==> config.mk <==
export PLATFORM = sky130hd
export DESIGN_NAME = tcc_capture
export DESIGN_NICKNAME = d
export VERILOG_FILES = /design/src/rtl/tcc_pkg.sv /design/src/rtl/tcc_capture.sv
export VERILOG_INCLUDE_DIRS = /design/src /design/src/rtl
export SDC_FILE = /design/constraint.sdc
export NUM_CORES = 1
export LEC_CHECK = 0
export BUFFER_PORTS_ARGS = -buffer_cell sky130_fd_sc_hd__buf_2
export CORE_UTILIZATION = 51
export DETAILED_ROUTE_END_ITERATION = 7
export PLACE_DENSITY = 0.88
export REMOVE_ABC_BUFFERS = 1
export SLEW_MARGIN = 20
export SYNTH_ARGS = -nofsm -noshare
export SYNTH_HDL_FRONTEND = slang
export SYNTH_SLANG_ARGS = --single-unit
==> constraint.sdc <==
create_clock -name clock -period 2.8 [get_ports clock]
set_input_delay 0.56 -clock clock [delete_from_list [all_inputs] [get_ports clock]]
set_output_delay 0.56 -clock clock [all_outputs]
set_load 0.1 [all_outputs]
==> src/rtl/tcc_cfg.svh <==
`ifndef TCC_CFG_SVH
`define TCC_CFG_SVH

// ************************************************************
// register indices (byte address is four times the index)
// ************************************************************
`define TCC_CONTROL_IDX 30'h0000_7420
`define TCC_STATUS_IDX 30'h0000_7422
`define TCC_FLAG_IDX 30'h0000_7424
`define TCC_MASK_IDX 30'h0000_7425
`define TCC_TOP_IDX 30'h0000_7428
`define TCC_BOTTOM_IDX 30'h0000_742C

// ************************************************************
// reset values and writable bits
// ************************************************************
`define TCC_CONTROL_RESET 16'h0000
`define TCC_CONTROL_WMASK 16'h77FC
`define TCC_STATUS_WMASK 16'h3F00
`define TCC_FLAG_RESET 3'h0
`define TCC_MASK_RESET 3'h0

// ************************************************************
// field positions and counts
// ************************************************************
`define TCC_CLEAR_BIT 15
`define TCC_QUEUE_LSB 8
`define TCC_NUM_CH 3
`define TCC_WORD_SIZE 3'h2

`endif

==> src/rtl/tcc_pkg.sv <==
package tcc_pkg;

  // pair mode field of the control register
  typedef enum logic [1:0] {
    PAIR_OFF = 2'b00,
    PAIR_CAPTURE = 2'b01,
    PAIR_RESERVED = 2'b10,
    PAIR_DECODER = 2'b11
  } tcc_pair_mode_type;

  // edge select field
  typedef enum logic [1:0] {
    EDGE_NONE = 2'b00,
    EDGE_RISE = 2'b01,
    EDGE_FALL = 2'b10,
    EDGE_BOTH = 2'b11
  } tcc_edge_type;

  // queue state field
  typedef enum logic [1:0] {
    QUEUE_EMPTY = 2'b00,
    QUEUE_ONE = 2'b01,
    QUEUE_TWO = 2'b10,
    QUEUE_LOST = 2'b11
  } tcc_queue_type;

  // control register layout, msb first
  typedef struct packed {
    logic capture_clear_strobe;
    tcc_pair_mode_type pair_or_decoder_select;
    logic channel_three_enable;
    logic reserved_high;
    logic channel_three_timebase_select;
    logic channel_pair_timebase_select;
    logic channel_three_converter_trigger;
    tcc_edge_type channel_one_edge_select;
    tcc_edge_type channel_two_edge_select;
    tcc_edge_type channel_three_edge_select;
    logic [1:0] reserved_low;
  } tcc_control_type;

  // latched bus address phase
  typedef struct packed {
    logic valid;
    logic write;
    logic [29:0] index;
  } tcc_bus_req_type;

endpackage : tcc_pkg

==> src/rtl/tcc_capture.sv <==
`timescale 1ns/10ps
`include "tcc_cfg.svh"

module tcc_capture import tcc_pkg::*; (
  // clock and reset
  input wire logic clock,
  input wire logic resetn,
  // ahb-lite slave
  input wire logic hsel,
  input wire logic [31:0] haddr,
  input wire logic [1:0] htrans,
  input wire logic hwrite,
  input wire logic [2:0] hsize,
  input wire logic [31:0] hwdata,
  input wire logic hready,
  output logic [31:0] hrdata,
  output logic hreadyout,
  output logic hresp,
  // capture pins
  input wire logic [2:0] capture_pin,
  // timer counts, same clock
  input wire logic [15:0] timer_one_count,
  input wire logic [15:0] timer_two_count,
  // event outputs
  output logic [2:0] event_flag,
  output logic capture_request,
  output logic converter_start,
  output logic decoder_enable,
  output logic decoder_clear
);

  // ************************************************************
  // declarations
  // ************************************************************
  tcc_control_type ctrl; // control register
  logic [2:0] flag_mask; // mask for event flags
  tcc_bus_req_type dphase; // latched address phase
  logic accept; // address phase taken
  logic [29:0] a_index; // word index of address phase
  logic wr_en; // data phase write
  logic ctrl_wr; // control register write
  logic status_wr; // status register write
  logic flag_wr; // flag register write
  logic mask_wr; // mask register write
  logic clear; // software clear strobe
  logic [2:0] pin_meta; // first sync stage
  logic [2:0] pin_sync; // second sync stage
  logic [2:0] pin_prev; // previous synced sample
  logic [2:0] rise; // rising edge seen
  logic [2:0] fall; // falling edge seen
  logic [2:0] ch_en; // channel enable
  logic [2:0] cap; // capture this cycle
  logic [2:0] pop_top; // top entry read
  logic [2:0] pop_bot; // bottom entry read
  logic pair_en; // channels one and two on
  tcc_edge_type edge_sel [3]; // edge select per channel
  logic [15:0] stamp [3]; // chosen timer value
  tcc_queue_type status [3]; // queue state
  tcc_queue_type next_status [3]; // next queue state
  logic [15:0] top_entry [3]; // oldest value
  logic [15:0] bot_entry [3]; // newer value
  logic [15:0] next_top [3]; // next oldest
  logic [15:0] next_bot [3]; // next newer
  logic set_flag [3]; // flag set event
  logic [15:0] next_rdata; // read mux result

  // ************************************************************
  // bus decode
  // ************************************************************

  // address phase taken on word access
  assign accept = hsel & hready & htrans[1] & (hsize == `TCC_WORD_SIZE);
  assign a_index = haddr[31:2];
  assign wr_en = dphase.valid & dphase.write;
  assign ctrl_wr = wr_en & (dphase.index == `TCC_CONTROL_IDX);
  assign status_wr = wr_en & (dphase.index == `TCC_STATUS_IDX);
  assign flag_wr = wr_en & (dphase.index == `TCC_FLAG_IDX);
  assign mask_wr = wr_en & (dphase.index == `TCC_MASK_IDX);
  // zero in bit 15 clears control, mask, queues and flags
  assign clear = ctrl_wr & ~hwdata[`TCC_CLEAR_BIT];

  // latch address phase for the data phase
  always_ff @(posedge clock) begin
    if (!resetn) begin
      dphase <= '0;
    end else if (hready) begin
      dphase.valid <= accept & (haddr[1:0] == 2'h0);
      dphase.write <= hwrite;
      dphase.index <= a_index;
    end
  end

  // pops happen at the address phase of a read
  always_comb begin
    for (int j = 0; j < `TCC_NUM_CH; j++) begin
      pop_top[j] = accept & ~hwrite & (haddr[1:0] == 2'h0) & (a_index == `TCC_TOP_IDX + 30'(j));
      pop_bot[j] = accept & ~hwrite & (haddr[1:0] == 2'h0) & (a_index == `TCC_BOTTOM_IDX + 30'(j));
    end
  end

  // read mux, reserved bits zero
  always_comb begin
    next_rdata = 16'h0000;
    if (a_index == `TCC_CONTROL_IDX) begin
      next_rdata = ctrl & `TCC_CONTROL_WMASK;
    end else if (a_index == `TCC_STATUS_IDX) begin
      next_rdata = {2'h0, status[2], status[1], status[0], 8'h00};
    end else if (a_index == `TCC_FLAG_IDX) begin
      next_rdata = {13'h0000, event_flag};
    end else if (a_index == `TCC_MASK_IDX) begin
      next_rdata = {13'h0000, flag_mask};
    end else begin
      for (int j = 0; j < `TCC_NUM_CH; j++) begin
        if (a_index == `TCC_TOP_IDX + 30'(j)) begin
          next_rdata = top_entry[j];
        end
        if (a_index == `TCC_BOTTOM_IDX + 30'(j)) begin
          next_rdata = bot_entry[j];
        end
      end
    end
  end

  // read data registered at address phase, stands in data phase
  always_ff @(posedge clock) begin
    if (!resetn) begin
      hrdata <= 32'h0000_0000;
    end else if (accept & ~hwrite) begin
      hrdata <= (haddr[1:0] == 2'h0) ? {16'h0000, next_rdata} : 32'h0000_0000;
    end
  end

  // zero wait state, always okay
  always_ff @(posedge clock) begin
    if (!resetn) begin
      hreadyout <= 1'b0;
      hresp <= 1'b0;
    end else begin
      hreadyout <= 1'b1;
      hresp <= 1'b0;
    end
  end

  // ************************************************************
  // control and mask registers
  // ************************************************************

  // control register, reset and clear to zero
  always_ff @(posedge clock) begin
    if (!resetn || clear) begin
      ctrl <= `TCC_CONTROL_RESET;
    end else if (ctrl_wr) begin
      ctrl <= hwdata[15:0] & `TCC_CONTROL_WMASK;
    end
  end

  // flag mask register
  always_ff @(posedge clock) begin
    if (!resetn || clear) begin
      flag_mask <= `TCC_MASK_RESET;
    end else if (mask_wr) begin
      flag_mask <= hwdata[2:0];
    end
  end

  // ************************************************************
  // pin synchronisers and edge detect
  // ************************************************************

  // two flip-flops, then the previous sample
  always_ff @(posedge clock) begin
    if (!resetn) begin
      pin_meta <= 3'h0;
      pin_sync <= 3'h0;
      pin_prev <= 3'h0;
    end else begin
      pin_meta <= capture_pin;
      pin_sync <= pin_meta;
      pin_prev <= pin_sync;
    end
  end

  // compare current and previous synced samples
  assign rise = pin_sync & ~pin_prev;
  assign fall = ~pin_sync & pin_prev;

  // pair mode selects capture or decoder
  assign pair_en = (ctrl.pair_or_decoder_select == PAIR_CAPTURE);
  // channel three has its own enable
  assign ch_en = {ctrl.channel_three_enable, pair_en, pair_en};
  assign edge_sel[0] = ctrl.channel_one_edge_select;
  assign edge_sel[1] = ctrl.channel_two_edge_select;
  assign edge_sel[2] = ctrl.channel_three_edge_select;

  // ************************************************************
  // per channel capture queue
  // ************************************************************
  for (genvar i = 0; i < `TCC_NUM_CH; i++) begin : g_ch

    // gate edges by field and enable
    assign cap[i] = ch_en[i] & ((edge_sel[i][0] & rise[i]) | (edge_sel[i][1] & fall[i]));

    // time base: one means timer one, zero timer two
    if (i == 2) begin : g_own
      assign stamp[i] = ctrl.channel_three_timebase_select ? timer_one_count : timer_two_count;
    end else begin : g_pair
      assign stamp[i] = ctrl.channel_pair_timebase_select ? timer_one_count : timer_two_count;
    end

    // queue next state: pops first, then capture, then software
    always_comb begin
      next_status[i] = status[i];
      next_top[i] = top_entry[i];
      next_bot[i] = bot_entry[i];
      set_flag[i] = 1'b0;
      // top read moves bottom up
      if (pop_top[i]) begin
        case (status[i])
          QUEUE_EMPTY: next_status[i] = QUEUE_EMPTY;
          QUEUE_ONE: next_status[i] = QUEUE_EMPTY;
          default: begin
            next_top[i] = bot_entry[i];
            next_status[i] = QUEUE_ONE;
          end
        endcase
      end
      // bottom read steps state down
      if (pop_bot[i]) begin
        case (status[i])
          QUEUE_EMPTY: next_status[i] = QUEUE_EMPTY;
          QUEUE_ONE: next_status[i] = QUEUE_EMPTY;
          default: next_status[i] = QUEUE_ONE;
        endcase
      end
      // capture writes the queue
      if (cap[i]) begin
        set_flag[i] = (status[i] != QUEUE_EMPTY);
        case (next_status[i])
          QUEUE_EMPTY: begin
            next_top[i] = stamp[i];
            next_status[i] = QUEUE_ONE;
          end
          QUEUE_ONE: begin
            next_bot[i] = stamp[i];
            next_status[i] = QUEUE_TWO;
          end
          default: begin
            // full: oldest lost
            next_top[i] = next_bot[i];
            next_bot[i] = stamp[i];
            next_status[i] = QUEUE_LOST;
          end
        endcase
      end
      // software write wins
      if (status_wr) begin
        next_status[i] = tcc_queue_type'(hwdata[`TCC_QUEUE_LSB + 2 * i +: 2]);
      end
    end

    // queue registers, cleared by reset or clear strobe
    always_ff @(posedge clock) begin
      if (!resetn || clear) begin
        status[i] <= QUEUE_EMPTY;
        top_entry[i] <= 16'h0000;
        bot_entry[i] <= 16'h0000;
      end else begin
        status[i] <= next_status[i];
        top_entry[i] <= next_top[i];
        bot_entry[i] <= next_bot[i];
      end
    end

  end

  // ************************************************************
  // event flags and outputs
  // ************************************************************

  // sticky flags, write one clears, set beats clear
  always_ff @(posedge clock) begin
    if (!resetn || clear) begin
      event_flag <= `TCC_FLAG_RESET;
    end else begin
      for (int j = 0; j < `TCC_NUM_CH; j++) begin
        if (set_flag[j]) begin
          event_flag[j] <= 1'b1;
        end else if (flag_wr && hwdata[j]) begin
          event_flag[j] <= 1'b0;
        end
      end
    end
  end

  // request only for unmasked flags
  always_ff @(posedge clock) begin
    if (!resetn) begin
      capture_request <= 1'b0;
    end else begin
      capture_request <= |(event_flag & flag_mask);
    end
  end

  // converter start when channel three flag becomes set
  always_ff @(posedge clock) begin
    if (!resetn) begin
      converter_start <= 1'b0;
    end else begin
      converter_start <= ~clear & set_flag[2] & ~event_flag[2] & ctrl.channel_three_converter_trigger;
    end
  end

  // decoder mode and clear towards the decoder
  always_ff @(posedge clock) begin
    if (!resetn) begin
      decoder_enable <= 1'b0;
      decoder_clear <= 1'b0;
    end else begin
      decoder_enable <= (ctrl.pair_or_decoder_select == PAIR_DECODER) & ~clear;
      decoder_clear <= clear;
    end
  end
endmodule : tcc_capture

=== Word-level counts from Yosys, hierarchy flattened ===
Memory sizes are Yosys's and may differ from the RTL's.
Index checks and enable logic that the tools add are counted.

* Bits in latches: 0
* Bits in read-only memories: 0
* Output and inout port bits: 41
* Word-level logic and storage cells: 195
* Bits of input ports: 109
* Register bits: 96
* Memories: 3
* RAM bits: 102

* Equality and inequality tests: 23
* Bitwise operators: 52
* Order comparisons: 0
* Shifts and indexed selects: 0
* Div/mod/pow operators: 0
* Reduce and logical (&&, ||, !) cells: 22
* Muxes and demuxes: 71
* Multipliers: 0
* $add $sub $neg: 0

{| class="wikitable"
|+ Memory list
! memory !! depth !! width !! read ports !! clocked after Yosys merged registers in !! wr ports !! RTL line !! source
|-
| bot_entry || 3 || 16 || 3 || 0 || 3 || tcc_capture.sv:61 || <nowiki>logic [15:0] bot_entry [3];</nowiki>
|-
| top_entry || 3 || 16 || 3 || 0 || 3 || tcc_capture.sv:60 || <nowiki>logic [15:0] top_entry [3];</nowiki>
|-
| status || 3 || 2 || 3 || 0 || 3 || tcc_capture.sv:58 || <nowiki>tcc_queue_type status [3];</nowiki>
|}

{| class="wikitable"
|+ Operators with widths
! operator !! number
|-
| 2-to-1 mux 16 bit || 34
|-
| == test 30 x 15 -> 1 bit, second input constant || 14
|-
| one-hot mux 16 bit (2 select lines) || 3
|-
| bitwise AND 1 bit || 31
|-
| 2-to-1 mux 2 bit || 15
|-
| 2-to-1 mux 1 bit || 16
|-
| == test 2 x 1 -> 1 bit, second input constant || 7
|-
| zero test 2 bit || 7
|-
| OR 1 bit || 12
|-
| one-hot mux 2 bit (2 select lines) || 3
|-
| nonzero test 2 bit || 6
|-
| bitwise AND 3 bit || 3
|-
| inverter 3 bit || 2
|-
| OR reduction 2 bit || 3
|-
| inverter 1 bit || 4
|-
| == test 3 x 2 -> 1 bit, second input constant || 1
|-
| logical AND 1 bit || 3
|-
| OR reduction 3 bit || 1
|-
| == test 2 bit, second input constant || 1
|-
| zero test 1 bit || 1
|-
| logical OR 1 bit || 1
|}

=== Depth between registers and ports, before layout ===
Gate-level depths: netlist (run 1).

* Depth after elaboration: 13
* Gate-level depth with buffers: 9
* Mapped depth without buffers: 6

=== Worst setup path before layout (run 1) ===
Ideal clock, no wire load.

* Path kind: input to register
* From: input port hsize[2]
* To: memory top_entry[1][10]
* Data required time: 2664 ps
* Arrival: 2580 ps
* Buffers on the path: 1
* Library setup time: 136 ps
* Stages on the path: 7
* Path slack: 85 ps
* Cells stage by stage: or4b_4 -> nor3_4 -> nand3_2 -> nor4_4 -> buf_6 -> mux2i_1 -> o32ai_1

{| class="wikitable"
|+ RTL lines
! what !! RTL line !! source
|-
| start: declaration || tcc_capture.sv:13 || <nowiki>input wire logic [2:0] hsize,</nowiki>
|-
| end: declaration || tcc_capture.sv:60 ||
|}

==> impl_results.md, run 1 <==
- Leading area contributor after synthesis: dfxtp_1
- Post-Synth XOR/XNOR Area: 0.189%
- Worst Max-Slew Pin Slew: between 0.5 and 0.6 ns
- Post-CTS Hold Buffers: 0
- Mapped cell area: 9250 um2
- Number of global-route vias before repair: 8688
- CTS root buffer: clkbuf_16
- Later-pin clock latency in the skew report: between 0.4 and 0.5 ns
- Sw Ratio: 23.3%
- Final ANT Viol Nets: 0
- Global route overflow: 0
- Worst setup EP type: flip-flop
- DP Worst Slack: -0.120 ns
- Post-cts resize count: 0
- Vias/cell: approximately 6.5
- Initial Util: 52.9%
- Final setup violation count: 0
- Max Clk Rate: 0.380 GHz
- Critical path fanouts, max: 20
- Final #Nets: 1270
- Vias: 9045
- WHS Path Cells: 2
- Worst min path class: input pin to flip-flop
- Unrepaired setup endpoints after global routing: false
- Post-synthesis simple-gate area fraction: 17.9%
- Reg2reg start: dphase[17]
- # IOs: 150
- Synth Warn #: 0
- Outcome: complete, no violations
- Final worst slack: approximately 0.17 ns
- Gpl congestion: 0.938
- Adder-Cell Fraction of Synth Area: 0%
- Fill count: approximately 1.4k
- Startpoint Class: flip-flop
- Per-cell routed wire length: about 21 um
- Mux contribution to synthesized area: 15.1%
- Ys async rst share: 0%
- Most common cell in the netlist: dfxtp_1
- Clk slew on worst S/H paths: 0.07 ns
- Psw: 0.00138 W
- Die height: between 100 and 150 um
- Final hold vios: 0
- Sequential fraction of the synthesis area: 39.4%
- Row cnt: 48
- Final min period: 2.63 ns
- Placed cell area: 10600 um2
- 1st-iter DRT viols: 1192
- Total GRT Usage: 32.0%
- VDD IR max: 0.434 mV
- Design Area, Final: between 10000 and 15000 um2
- CTS Buf Count: 17
- Initial antenna violation count: 0
- Clock network power share: 47.4%
- Multi-input logic area: approximately 5200 um2
- Die width: between 100 and 150 um
- Max-cap check violation count: 0
- Die ar.: 18700 um2
- Diodes inserted: 0
- Combinational Power Share: 8.1%
- Register area: 3640 um2
- Reg2Reg Depth: 8
- Largest family of logic cells by synthesized area: compound AO/OA/AOI/OAI gates
- Top post-synthesis cells by count: 182 x dfxtp_1, 146 x nor2_1, 117 x mux2i_1
- Sink Count: 182
- Core area: 17500 um2
- Synth top area share: 39.4%
- DRC errors left: 0
- Compound-gate portion of the synthesized area: 21.8%
- Synthesized instance count: 1004
- Power per Cell Area: 525 nW/um2
- CTS tree: yes
- Final period util: 94.1%
- Largest net degree at the start of global routing: 43
- Skew final: 0.0133 ns
- Leak: 4.28 nW
- CP Class: flip-flop to flip-flop
- EDFF count, synth: 0
- Post-CTS Setup Inserts: 0
- Layout cells sized above 1: 24.9%
- First-pass DRT Iterations: 8
- Post-synth top flop: dfxtp_1
- Critical Path RT: 3.12 ns
- Worst hold start: hwdata[15]
- Data arrival time of the critical path: between 2 and 3 ns
- Clk buf depth: 2
- Max-slew headroom: 61.6%
- First-pass GRT wire length: 45.4 mm
- Dominant cells by area after synthesis: dfxtp_1 39%, mux2i_1 13%, nor2_1 5.9%
- Internal: about 0.0046 W
- Total wire length: 29.3 mm
- H-tree depth: 4
- Area Overhead vs Synth: 22.1%
- Max Slew Vio Count: 0
- Sequential Power Share: 44.5%
- Seq cells post-synth: roughly 180
- Setup crit start: dphase[17]
- Port buffer count: around 120
- Mapped Avg Cell Area: 9.21 um2
- Post-DP HPWL: 20.5 mm
- Netlist cell types: 80
[per-stage QoR]
step                hold slack, ns  total power [W]  utilization [%]  instances  setup TNS, ns
detailed placement           0.424          0.00316             60.7       1367          -1.31
global route                 0.305          0.00606             64.6       1399              0
finish                       0.316          0.00593             64.6       1399              0
floorplan                    0.412          0.00296                -        924        -134.13
global placement             0.416          0.00315             60.7       1367         -0.886
CTS                          0.301          0.00592             64.6       1399              0
[metal layers]
layer / vias to the layer above / global-route usage, % / share of wire (%)
met2: 602 / 51.6 / 45
met4: 0 / 14.1 / 3.3
met5: - / 0 / 0
li1: 4078 / - / -
met3: 92 / 7.11 / 11
met1: 4273 / 40.7 / 41
[cells in the final DEF (no fill, tap or decap), types with 9 or more instances in the layout]
| cell type | n |
|---|---|
| a211oi_1 | 58 |
| a21oi_1 | 19 |
| a221o_1 | 17 |
| a22oi_1 | 44 |
| and2_1 | 12 |
| buf_12 | 11 |
| buf_2 | 115 |
| buf_4 | 92 |
| clkbuf_16 | 17 |
| conb_1 | 17 |
| dfxtp_1 | 182 |
| inv_1 | 10 |
| mux2_2 | 18 |
| mux2i_1 | 117 |
| nand2_1 | 39 |
| nand3_1 | 15 |
| nand3b_1 | 12 |
| nand4_1 | 9 |
| nor2_1 | 146 |
| nor3_1 | 13 |
| nor4_1 | 11 |
| o21a_1 | 10 |
| o22ai_1 | 17 |
| o2bb2ai_1 | 9 |
| o31ai_1 | 9 |
| o32ai_1 | 16 |
| or3_1 | 10 |
[cell type report]
class / instances / area share [%]
sequential: 182 / 32.3
multi-input combinational: 729 / 45.6
timing repair buffer: 218 / 13.2
clock inverter: 12 / 2.19
inverter: 13 / 0.432
clock buffer: 20 / 3.87
tap: 225 / 2.49
[state kept, by name, indices dropped and copies added (netlist names), 3 cells and up]
| signal | count |
|---|---|
| bot_entry | 48 |
| pin_prev | 3 |
| hrdata | 16 |
| pin_sync | 3 |
| status | 6 |
| ctrl | 11 |
| dphase | 32 |
| pin_meta | 3 |
| flag_mask | 3 |
| top_entry | 48 |
| event_flag | 3 |
[final timing paths]
path	end	slack (ns)
worst max register to register	top_entry[2][12]	0.17
worst min register to register	pin_sync[2]	0.44
worst max-delay path	top_entry[2][12]	0.17
worst min-delay path	decoder_clear	0.32
[power groups by stage]
| stage | Combinational, W | Clock, W | Sequential [W] |
|---|---|---|---|
| 2_1_floorplan | 0.000260 | 0 | 0.00270 |
| 3_3_place_gp | 0.000457 | 0 | 0.00270 |
| 3_5_place_dp | 0.000466 | 0 | 0.00270 |
| 4_1_cts | 0.000470 | 0.00281 | 0.00264 |
| 5_1_grt | 0.000507 | 0.00291 | 0.00264 |
| 6_report | 0.000478 | 0.00281 | 0.00264 |
[worst max-delay path, cell delays in order, from the launching register on]
cell	delay, ns
dfxtp_1	0.32
nor4_1	0.33
nand4_1	0.34
o41ai_4	0.44
buf_4	0.36
a2111o_1	0.20
buf_12	0.17
nor2_1	0.07
a221o_1	0.27
[logic make-up (layout without fill, tap and decap cells)]
| logic type | after synthesis | count (layout) |
|---|---|---|
| AND/OR/NAND/NOR | 317 | 317 |
| AO/OA/AOI/OAI | 257 | 257 |
| flip-flops | 182 | 182 |
| multiplexers | 136 | 136 |
| buffers and inverters | 109 | 263 |
| XOR/XNOR | 2 | 2 |
| other | 1 | 17 |
(Power assumes the default switching activity.)
==> run 2: changes to the inputs <==
--- a/config.mk
+++ b/config.mk
@@ -7,9 +7,9 @@
 export NUM_CORES = 1
 export LEC_CHECK = 0
 export BUFFER_PORTS_ARGS = -buffer_cell sky130_fd_sc_hd__buf_2
-export CORE_UTILIZATION = 51
+export CORE_UTILIZATION = 30
 export DETAILED_ROUTE_END_ITERATION = 7
-export PLACE_DENSITY = 0.88
+export PLACE_DENSITY = 0.61
 export REMOVE_ABC_BUFFERS = 1
 export SLEW_MARGIN = 20
 export SYNTH_ARGS = -nofsm -noshare
==> constraint.sdc (replaced) <==
create_clock -name clock -period 2.8 [get_ports clock]
set_input_delay 0.14 -clock clock [delete_from_list [all_inputs] [get_ports clock]]
set_output_delay 0.14 -clock clock [all_outputs]
set_load 0.1 [all_outputs]
==> run 2 against run 1 <==
  * Largest cell class unchanged
  * Highest routed layer unchanged
  * Non-clock buffer count fell by 7
  * Sequential share of layout area decreased by 0.37 points
  * Sequential power hardly changed
  * Clock-buffer cell count rose by 3
  * Via count is 6.0% lower
==> impl_results.md, run 2 (synthesis gave the netlist of run 1 again) <==
- Setup TNS: 0 ns (unchanged)
- Fill count: 3024 (+120%)
- Area Overhead vs Synth: 23.6%
- VDD IR max: 0.407 mV (-6.1%)
- Total GRT Usage: 19.4% (-13 points)
- Worst setup EP type: flip-flop
- Later-pin clock latency in the skew report: 0.44 ns (about the same)
- Final min period: 2.62 ns (-0.0165 ns)
- Startpoint Class: input pin
- 1st-iter DRT viols: 883 (-26%)
- Port buffer count: 115 (unchanged)
- Max-slew headroom: 61.0% (-0.61 points)
- Number of global-route vias before repair: 8143 (-6.3%)
- Most frequent cells in the layout: 181 x dfxtp_1, 146 x nor2_1, 117 x mux2i_1, 115 x buf_2, 58 x a211oi_1
- Gpl congestion: 0.867 (-7.6%)
- Placed cell area: 10500 um2 (-1.3%)
- Leak: 4.17 nW (-2.6%)
- Post-DP HPWL: 21.3 mm (+3.9%)
- Critical-path cell list: dlygate4sd3_1 -> buf_2 -> nand4bb_1 -> or3b_4 -> nor4_2 -> buf_4 -> a22oi_1 -> a211o_1 -> a211oi_1
- Largest net degree at the start of global routing: 45 (+4.7%)
- Critical path fanouts, max: 20 (unchanged)
- Final ANT Viol Nets: 0 (unchanged)
- Max Clk Rate: 0.382 GHz (+0.63%)
- Design Area, Final: 11400 um2 (+1.2%)
- Worst Max-Slew Pin Slew: 0.586 ns (+0.00913 ns)
- Final hold vios: 0 (unchanged)
- Total wire length: 30.6 mm (+4.6%)
- First-pass GRT wire length: 46.6 mm (+2.6%)
- DRC errors left: 0 (unchanged)
- # IOs: 150 (unchanged)
- Critical Path RT: 3.13 ns (about the same)
- Final #Nets: 1263 (-0.55%)
- Power per Cell Area: 476 nW/um2 (-9.3%)
- Initial Util: 30.9% (-22 points)
- Max Slew Vio Count: 0 (unchanged)
- Data arrival time of the critical path: 2.95 ns (about the same)
- Commonest non-fill, non-tap cell in the layout: dfxtp_1
- Layout cells sized above 1: 21.9% (-3.0 points)
- CP Class: input pin to flip-flop
- Die height: 178 um (+30%)
- Slowest CP cell: or3b_4
- Die ar.: 31500 um2 (+69%)
- CTS tree: yes
- Global route overflow: 0 (unchanged)
- Clk buf depth: 2 (unchanged)
- Max-cap check violation count: 0 (unchanged)
- Vias/cell: 5.46 (-16%)
- Skew final: 0.0128 ns (-0.000549 ns)
- First-pass DRT Iterations: 5 (-3)
- H-tree depth: 4 (unchanged)
- Biggest regs: bot_entry: 48 flops, top_entry: 48 flops, dphase: 32 flops
- Unrepaired setup endpoints after global routing: false
- Sink Count: 182 (unchanged)
- Per-cell routed wire length: 19.6 um (-6.0%)
- Die width: 178 um (+30%)
- Clk slew on worst S/H paths: 0.07 ns (about the same)
- CTS root buffer: clkbuf_16
- Final period util: 93.5% (-0.59 points)
- Multi-input logic area: 5170 um2 (+0.46%)
- Row cnt: 63 (+31%)
- Register area: 3640 um2 (about the same)
- R2R Setup Slk: 0.31 ns (+0.14 ns)
- Core area: 30000 um2 (+71%)
- Worst stage delay on the critical path: 0.54 ns (+0.10 ns)
- Initial antenna violation count: 0 (unchanged)
- Final setup violation count: 0 (unchanged)
- CTS Buf Count: 17 (unchanged)
- Worst min path class: input pin to flip-flop
- Diodes inserted: 0 (unchanged)
- Outcome: complete, no violations
- Vias: 8501 (-6.0%)
- Post-CTS Setup Inserts: 0 (unchanged)
run 2: metrics by stage:
stage	cells	power [W]	utilization (%)	worst slack, ns	hold slack, ns
4_1_cts	1557	0.00547	38.1	0.0257	0.00179
3_5_place_dp	1487	0.00316	34.9	0.151	0.344
2_1_floorplan	924	0.00296	-	-1.70	0.168
3_3_place_gp	1487	0.00315	34.9	0.172	0.348
5_1_grt	1557	0.00564	38.2	0.0448	0.00997
6_report	1557	0.00544	38.2	0.182	0.00840
run 2: final timing paths:
check,endpoint,from,cells after the start
worst max register to register,top_entry[1][14],dphase[31],6
worst min-delay path,ctrl[9],hwdata[9],3
worst max-delay path,hrdata[8],haddr[19],9
worst min register to register,pin_sync[1],pin_meta[1],1
run 2: cell type report:
type | instances | share of cell area (%)
clock buffer | 23 | 4.27
timing repair buffer | 211 | 13.3
tap | 390 | 4.27
inverter | 13 | 0.427
clock inverter | 9 | 0.602
sequential | 182 | 31.9
multi-input combinational | 729 | 45.3
run 2: power by group:
group | switching [W] | total, W | internal [W] | leakage [nW]
Combinational | 0.000326 | 0.000512 | 0.000186 | 2.43
Sequential | 0.0000179 | 0.00264 | 0.00262 | 1.47
Clock | 0.00105 | 0.00229 | 0.00124 | 0.270
run 2: what timing repair did:
| action | 4_1_cts | 5_1_grt |
|---|---|---|
| endpoints found under the setup margin | 0 | 55 |
| hold buffers | 38 | 0 |
| resized for setup | 0 | 6 |
| hold endpoints to repair | 38 | 0 |
run 2: metal layers:
metal / wire length, um / GRT usage, % / vias to the layer above
met5: 0 / 0 / -
met4: 606 / 5.84 / 0
met3: 2170 / 3.56 / 49
met2: 13800 / 31.1 / 363
met1: 14000 / 26.3 / 4013
li1: - / - / 4076
run 2: worst max-delay path, delay by kind of cell:
| family | cells | cell delay (ns) |
|---|---|---|
| AOI/OAI and AO/OA | 3 | 0.70 |
| and+or+nand+nor | 3 | 1.13 |
| buffers and inverters | 3 | 0.97 |
==> run 3: changes to the inputs <==
--- a/config.mk
+++ b/config.mk
@@ -8,6 +8,7 @@
 export LEC_CHECK = 0
 export BUFFER_PORTS_ARGS = -buffer_cell sky130_fd_sc_hd__buf_2
 export CORE_UTILIZATION = 30
+export CTS_BUF_LIST = sky130_fd_sc_hd__clkbuf_2 sky130_fd_sc_hd__clkbuf_4 sky130_fd_sc_hd__clkbuf_8
 export DETAILED_ROUTE_END_ITERATION = 7
 export PLACE_DENSITY = 0.61
 export REMOVE_ABC_BUFFERS = 1
==> run 3 against run 2 <==
  * Critical path depth up 2
  * Register-to-register slack hardly changed
  * Sequential share of layout area grew 0.32 points
  * Utilization fell by 0.38 points
  * Wire length barely moved
  * Flip-flop and latch count stayed put
  * Combinational power is 2% higher
  * First-iteration DRC count is 6.2% higher
  * Non-clock buffer count grew 8
  * Power shrank 11%
  * Largest power group unchanged
==> impl_results.md, run 3 (synthesis gave the netlist of run 1 again) <==
- First-pass GRT wire length: 46.9 mm (+0.62%)
- Clk slew on worst S/H paths: 0.11 ns (+0.04 ns)
- Final period util: 95.7% (+2.2 points)
- Outcome: complete, no violations
- Initial antenna violation count: 0 (unchanged)
- Total wire length: 30.6 mm (about the same)
- Area Overhead vs Synth: 22.4%
- DP Worst Slack: 0.151 ns (unchanged)
- Die ar.: 31500 um2 (unchanged)
- Diodes inserted: 0 (unchanged)
- Skew final: 0.0214 ns (+0.00861 ns)
- Later-pin clock latency in the skew report: 0.47 ns (+0.03 ns)
- First-pass DRT Iterations: 6 (+1)
- Max Clk Rate: 0.373 GHz (-2.3%)
- Leak: 4.12 nW (-1.2%)
- Final #Nets: 1271 (+0.63%)
- Reg2Reg Depth: 7 (+1)
- Clk buf depth: 2 (unchanged)
- Biggest regs: bot_entry: 48 flops, top_entry: 48 flops, dphase: 32 flops
- Final worst slack: 0.121 ns (-0.0616 ns)
- Total GRT Usage: 19.6% (+0.20 points)
- WHS Path Cells: 4 (+1)
- Slowest CP cell: or4b_1
- Commonest non-fill, non-tap cell in the layout: dfxtp_1
- Die height: 178 um (unchanged)
- CP Class: input pin to flip-flop
- Startpoint Class: input pin
- Per-cell routed wire length: 19.6 um (-0.51%)
- Total power: 0.00487 W (-11%)
- Power per Cell Area: 430 nW/um2 (-9.7%)
- Post-CTS Setup Inserts: 0 (unchanged)
- Post-DP HPWL: 21.3 mm (unchanged)
- VDD IR max: 0.273 mV (-33%)
- Max Slew Vio Count: 0 (unchanged)
- Layout cells sized above 1: 21.7% (-0.15 points)
- Row cnt: 63 (unchanged)
- Final ANT Viol Nets: 0 (unchanged)
- Critical path fanouts, max: 10 (-50%)
- Worst Max-Slew Pin Slew: 0.588 ns (+0.00250 ns)
- Core area: 30000 um2 (unchanged)
- Max-cap check violation count: 0 (unchanged)
- Setup TNS: 0 ns (unchanged)
- Final Core Density: 37.8% (-0.38 points)
- Critical-path cell list: dlygate4sd3_1 -> buf_2 -> or4b_1 -> buf_4 -> nor3_2 -> nand4_1 -> buf_4 -> a21oi_2 -> buf_4 -> a22oi_1 -> o32ai_1
- Worst path most repeated cell: buf_4
- Final hold vios: 0 (unchanged)
- Fin Hold WS: 0.0647 ns (+0.0563 ns)
- Worst min path class: input pin to flip-flop
- Largest net degree at the start of global routing: 45 (unchanged)
- Data arrival time of the critical path: 3.05 ns (+0.10 ns)
- Worst stage delay on the critical path: 0.66 ns (+0.12 ns)
- 1st-iter DRT viols: 938 (+6.2%)
- Critical Path RT: 3.17 ns (+0.04 ns)
- Port buffer count: 115 (unchanged)
- Die width: 178 um (unchanged)
- CTS tree: yes
- Sink Count: 182 (unchanged)
- CTS root buffer: clkbuf_8
- Final min period: 2.68 ns (+0.0616 ns)
- Worst setup EP type: flip-flop
- Gpl congestion: 0.867 (unchanged)
- Global route overflow: 0 (unchanged)
- Max-slew headroom: 60.8% (-0.17 points)
- Number of global-route vias before repair: 8213 (+0.86%)
- Initial Util: 30.9% (unchanged)
- Unrepaired setup endpoints after global routing: false
- Vias: 8466 (-0.41%)
- DRC errors left: 0 (unchanged)
- CTS Buf Count: 17 (unchanged)
- H-tree depth: 4 (unchanged)
- Final setup violation count: 0 (unchanged)
- # IOs: 150 (unchanged)
- Vias/cell: 5.41 (-0.92%)
- Most frequent cells in the layout: 181 x dfxtp_1, 146 x nor2_1, 117 x mux2i_1, 115 x buf_2, 58 x a211oi_1
==> run 3: critical path: cells and delay by family <==
family,cells,cell delay [ns]
buffers and inverters,5,1.38
AND/OR/NAND/NOR,3,1.05
AO/OA/AOI/OAI,3,0.49
==> run 3: cell type report <==
type,count,area [um2]
fill,3054,18600
inverter,13,48.8
multi-input combinational,729,5160
clock inverter,9,68.8
clock buffer,23,304
timing repair buffer,219,1600
sequential,182,3640
tap,390,488
==> run 3: what timing repair did <==
action,CTS,global route
endpoints found under the setup margin,0,21
hold buffers,46,0
resized for setup,0,4
hold endpoints to repair,50,0
==> run 3: worst paths after layout <==
| check | from | to | slack, ns |
|---|---|---|---|
| worst max-delay path | haddr[6] | top_entry[1][15] | 0.12 |
| worst min-delay path | timer_two_count[3] | top_entry[2][3] | 0.06 |
| worst max register to register | dphase[31] | top_entry[2][14] | 0.30 |
| worst min register to register | pin_meta[1] | pin_sync[1] | 0.45 |
==> run 3: routing by layer <==
layer  GRT usage [%]  routed length, um  vias to the layer above
met4            7.34                780                        0
met5               0                  0                        -
met2            30.9              13700                      347
met1            26.3              13800                     3986
li1                -                  -                     4080
met3            3.92               2270                       53
==> run 3: power by group <==
group	total [W]	leakage, nW	internal [W]	switching (W)
Sequential	0.00264	1.47	0.00262	0.0000178
Clock	0.00171	0.190	0.000737	0.000975
Combinational	0.000520	2.46	0.000193	0.000328
Total	0.00487	4.12	0.00355	0.00132
==> run 3: per-stage QoR <==
stage          cell area (um2)  cells
3_3_place_gp             10500   1487
5_1_grt                  11300   1565
4_1_cts                  11300   1565
2_1_floorplan             8840    924
6_report                 11300   1565
3_5_place_dp             10500   1487
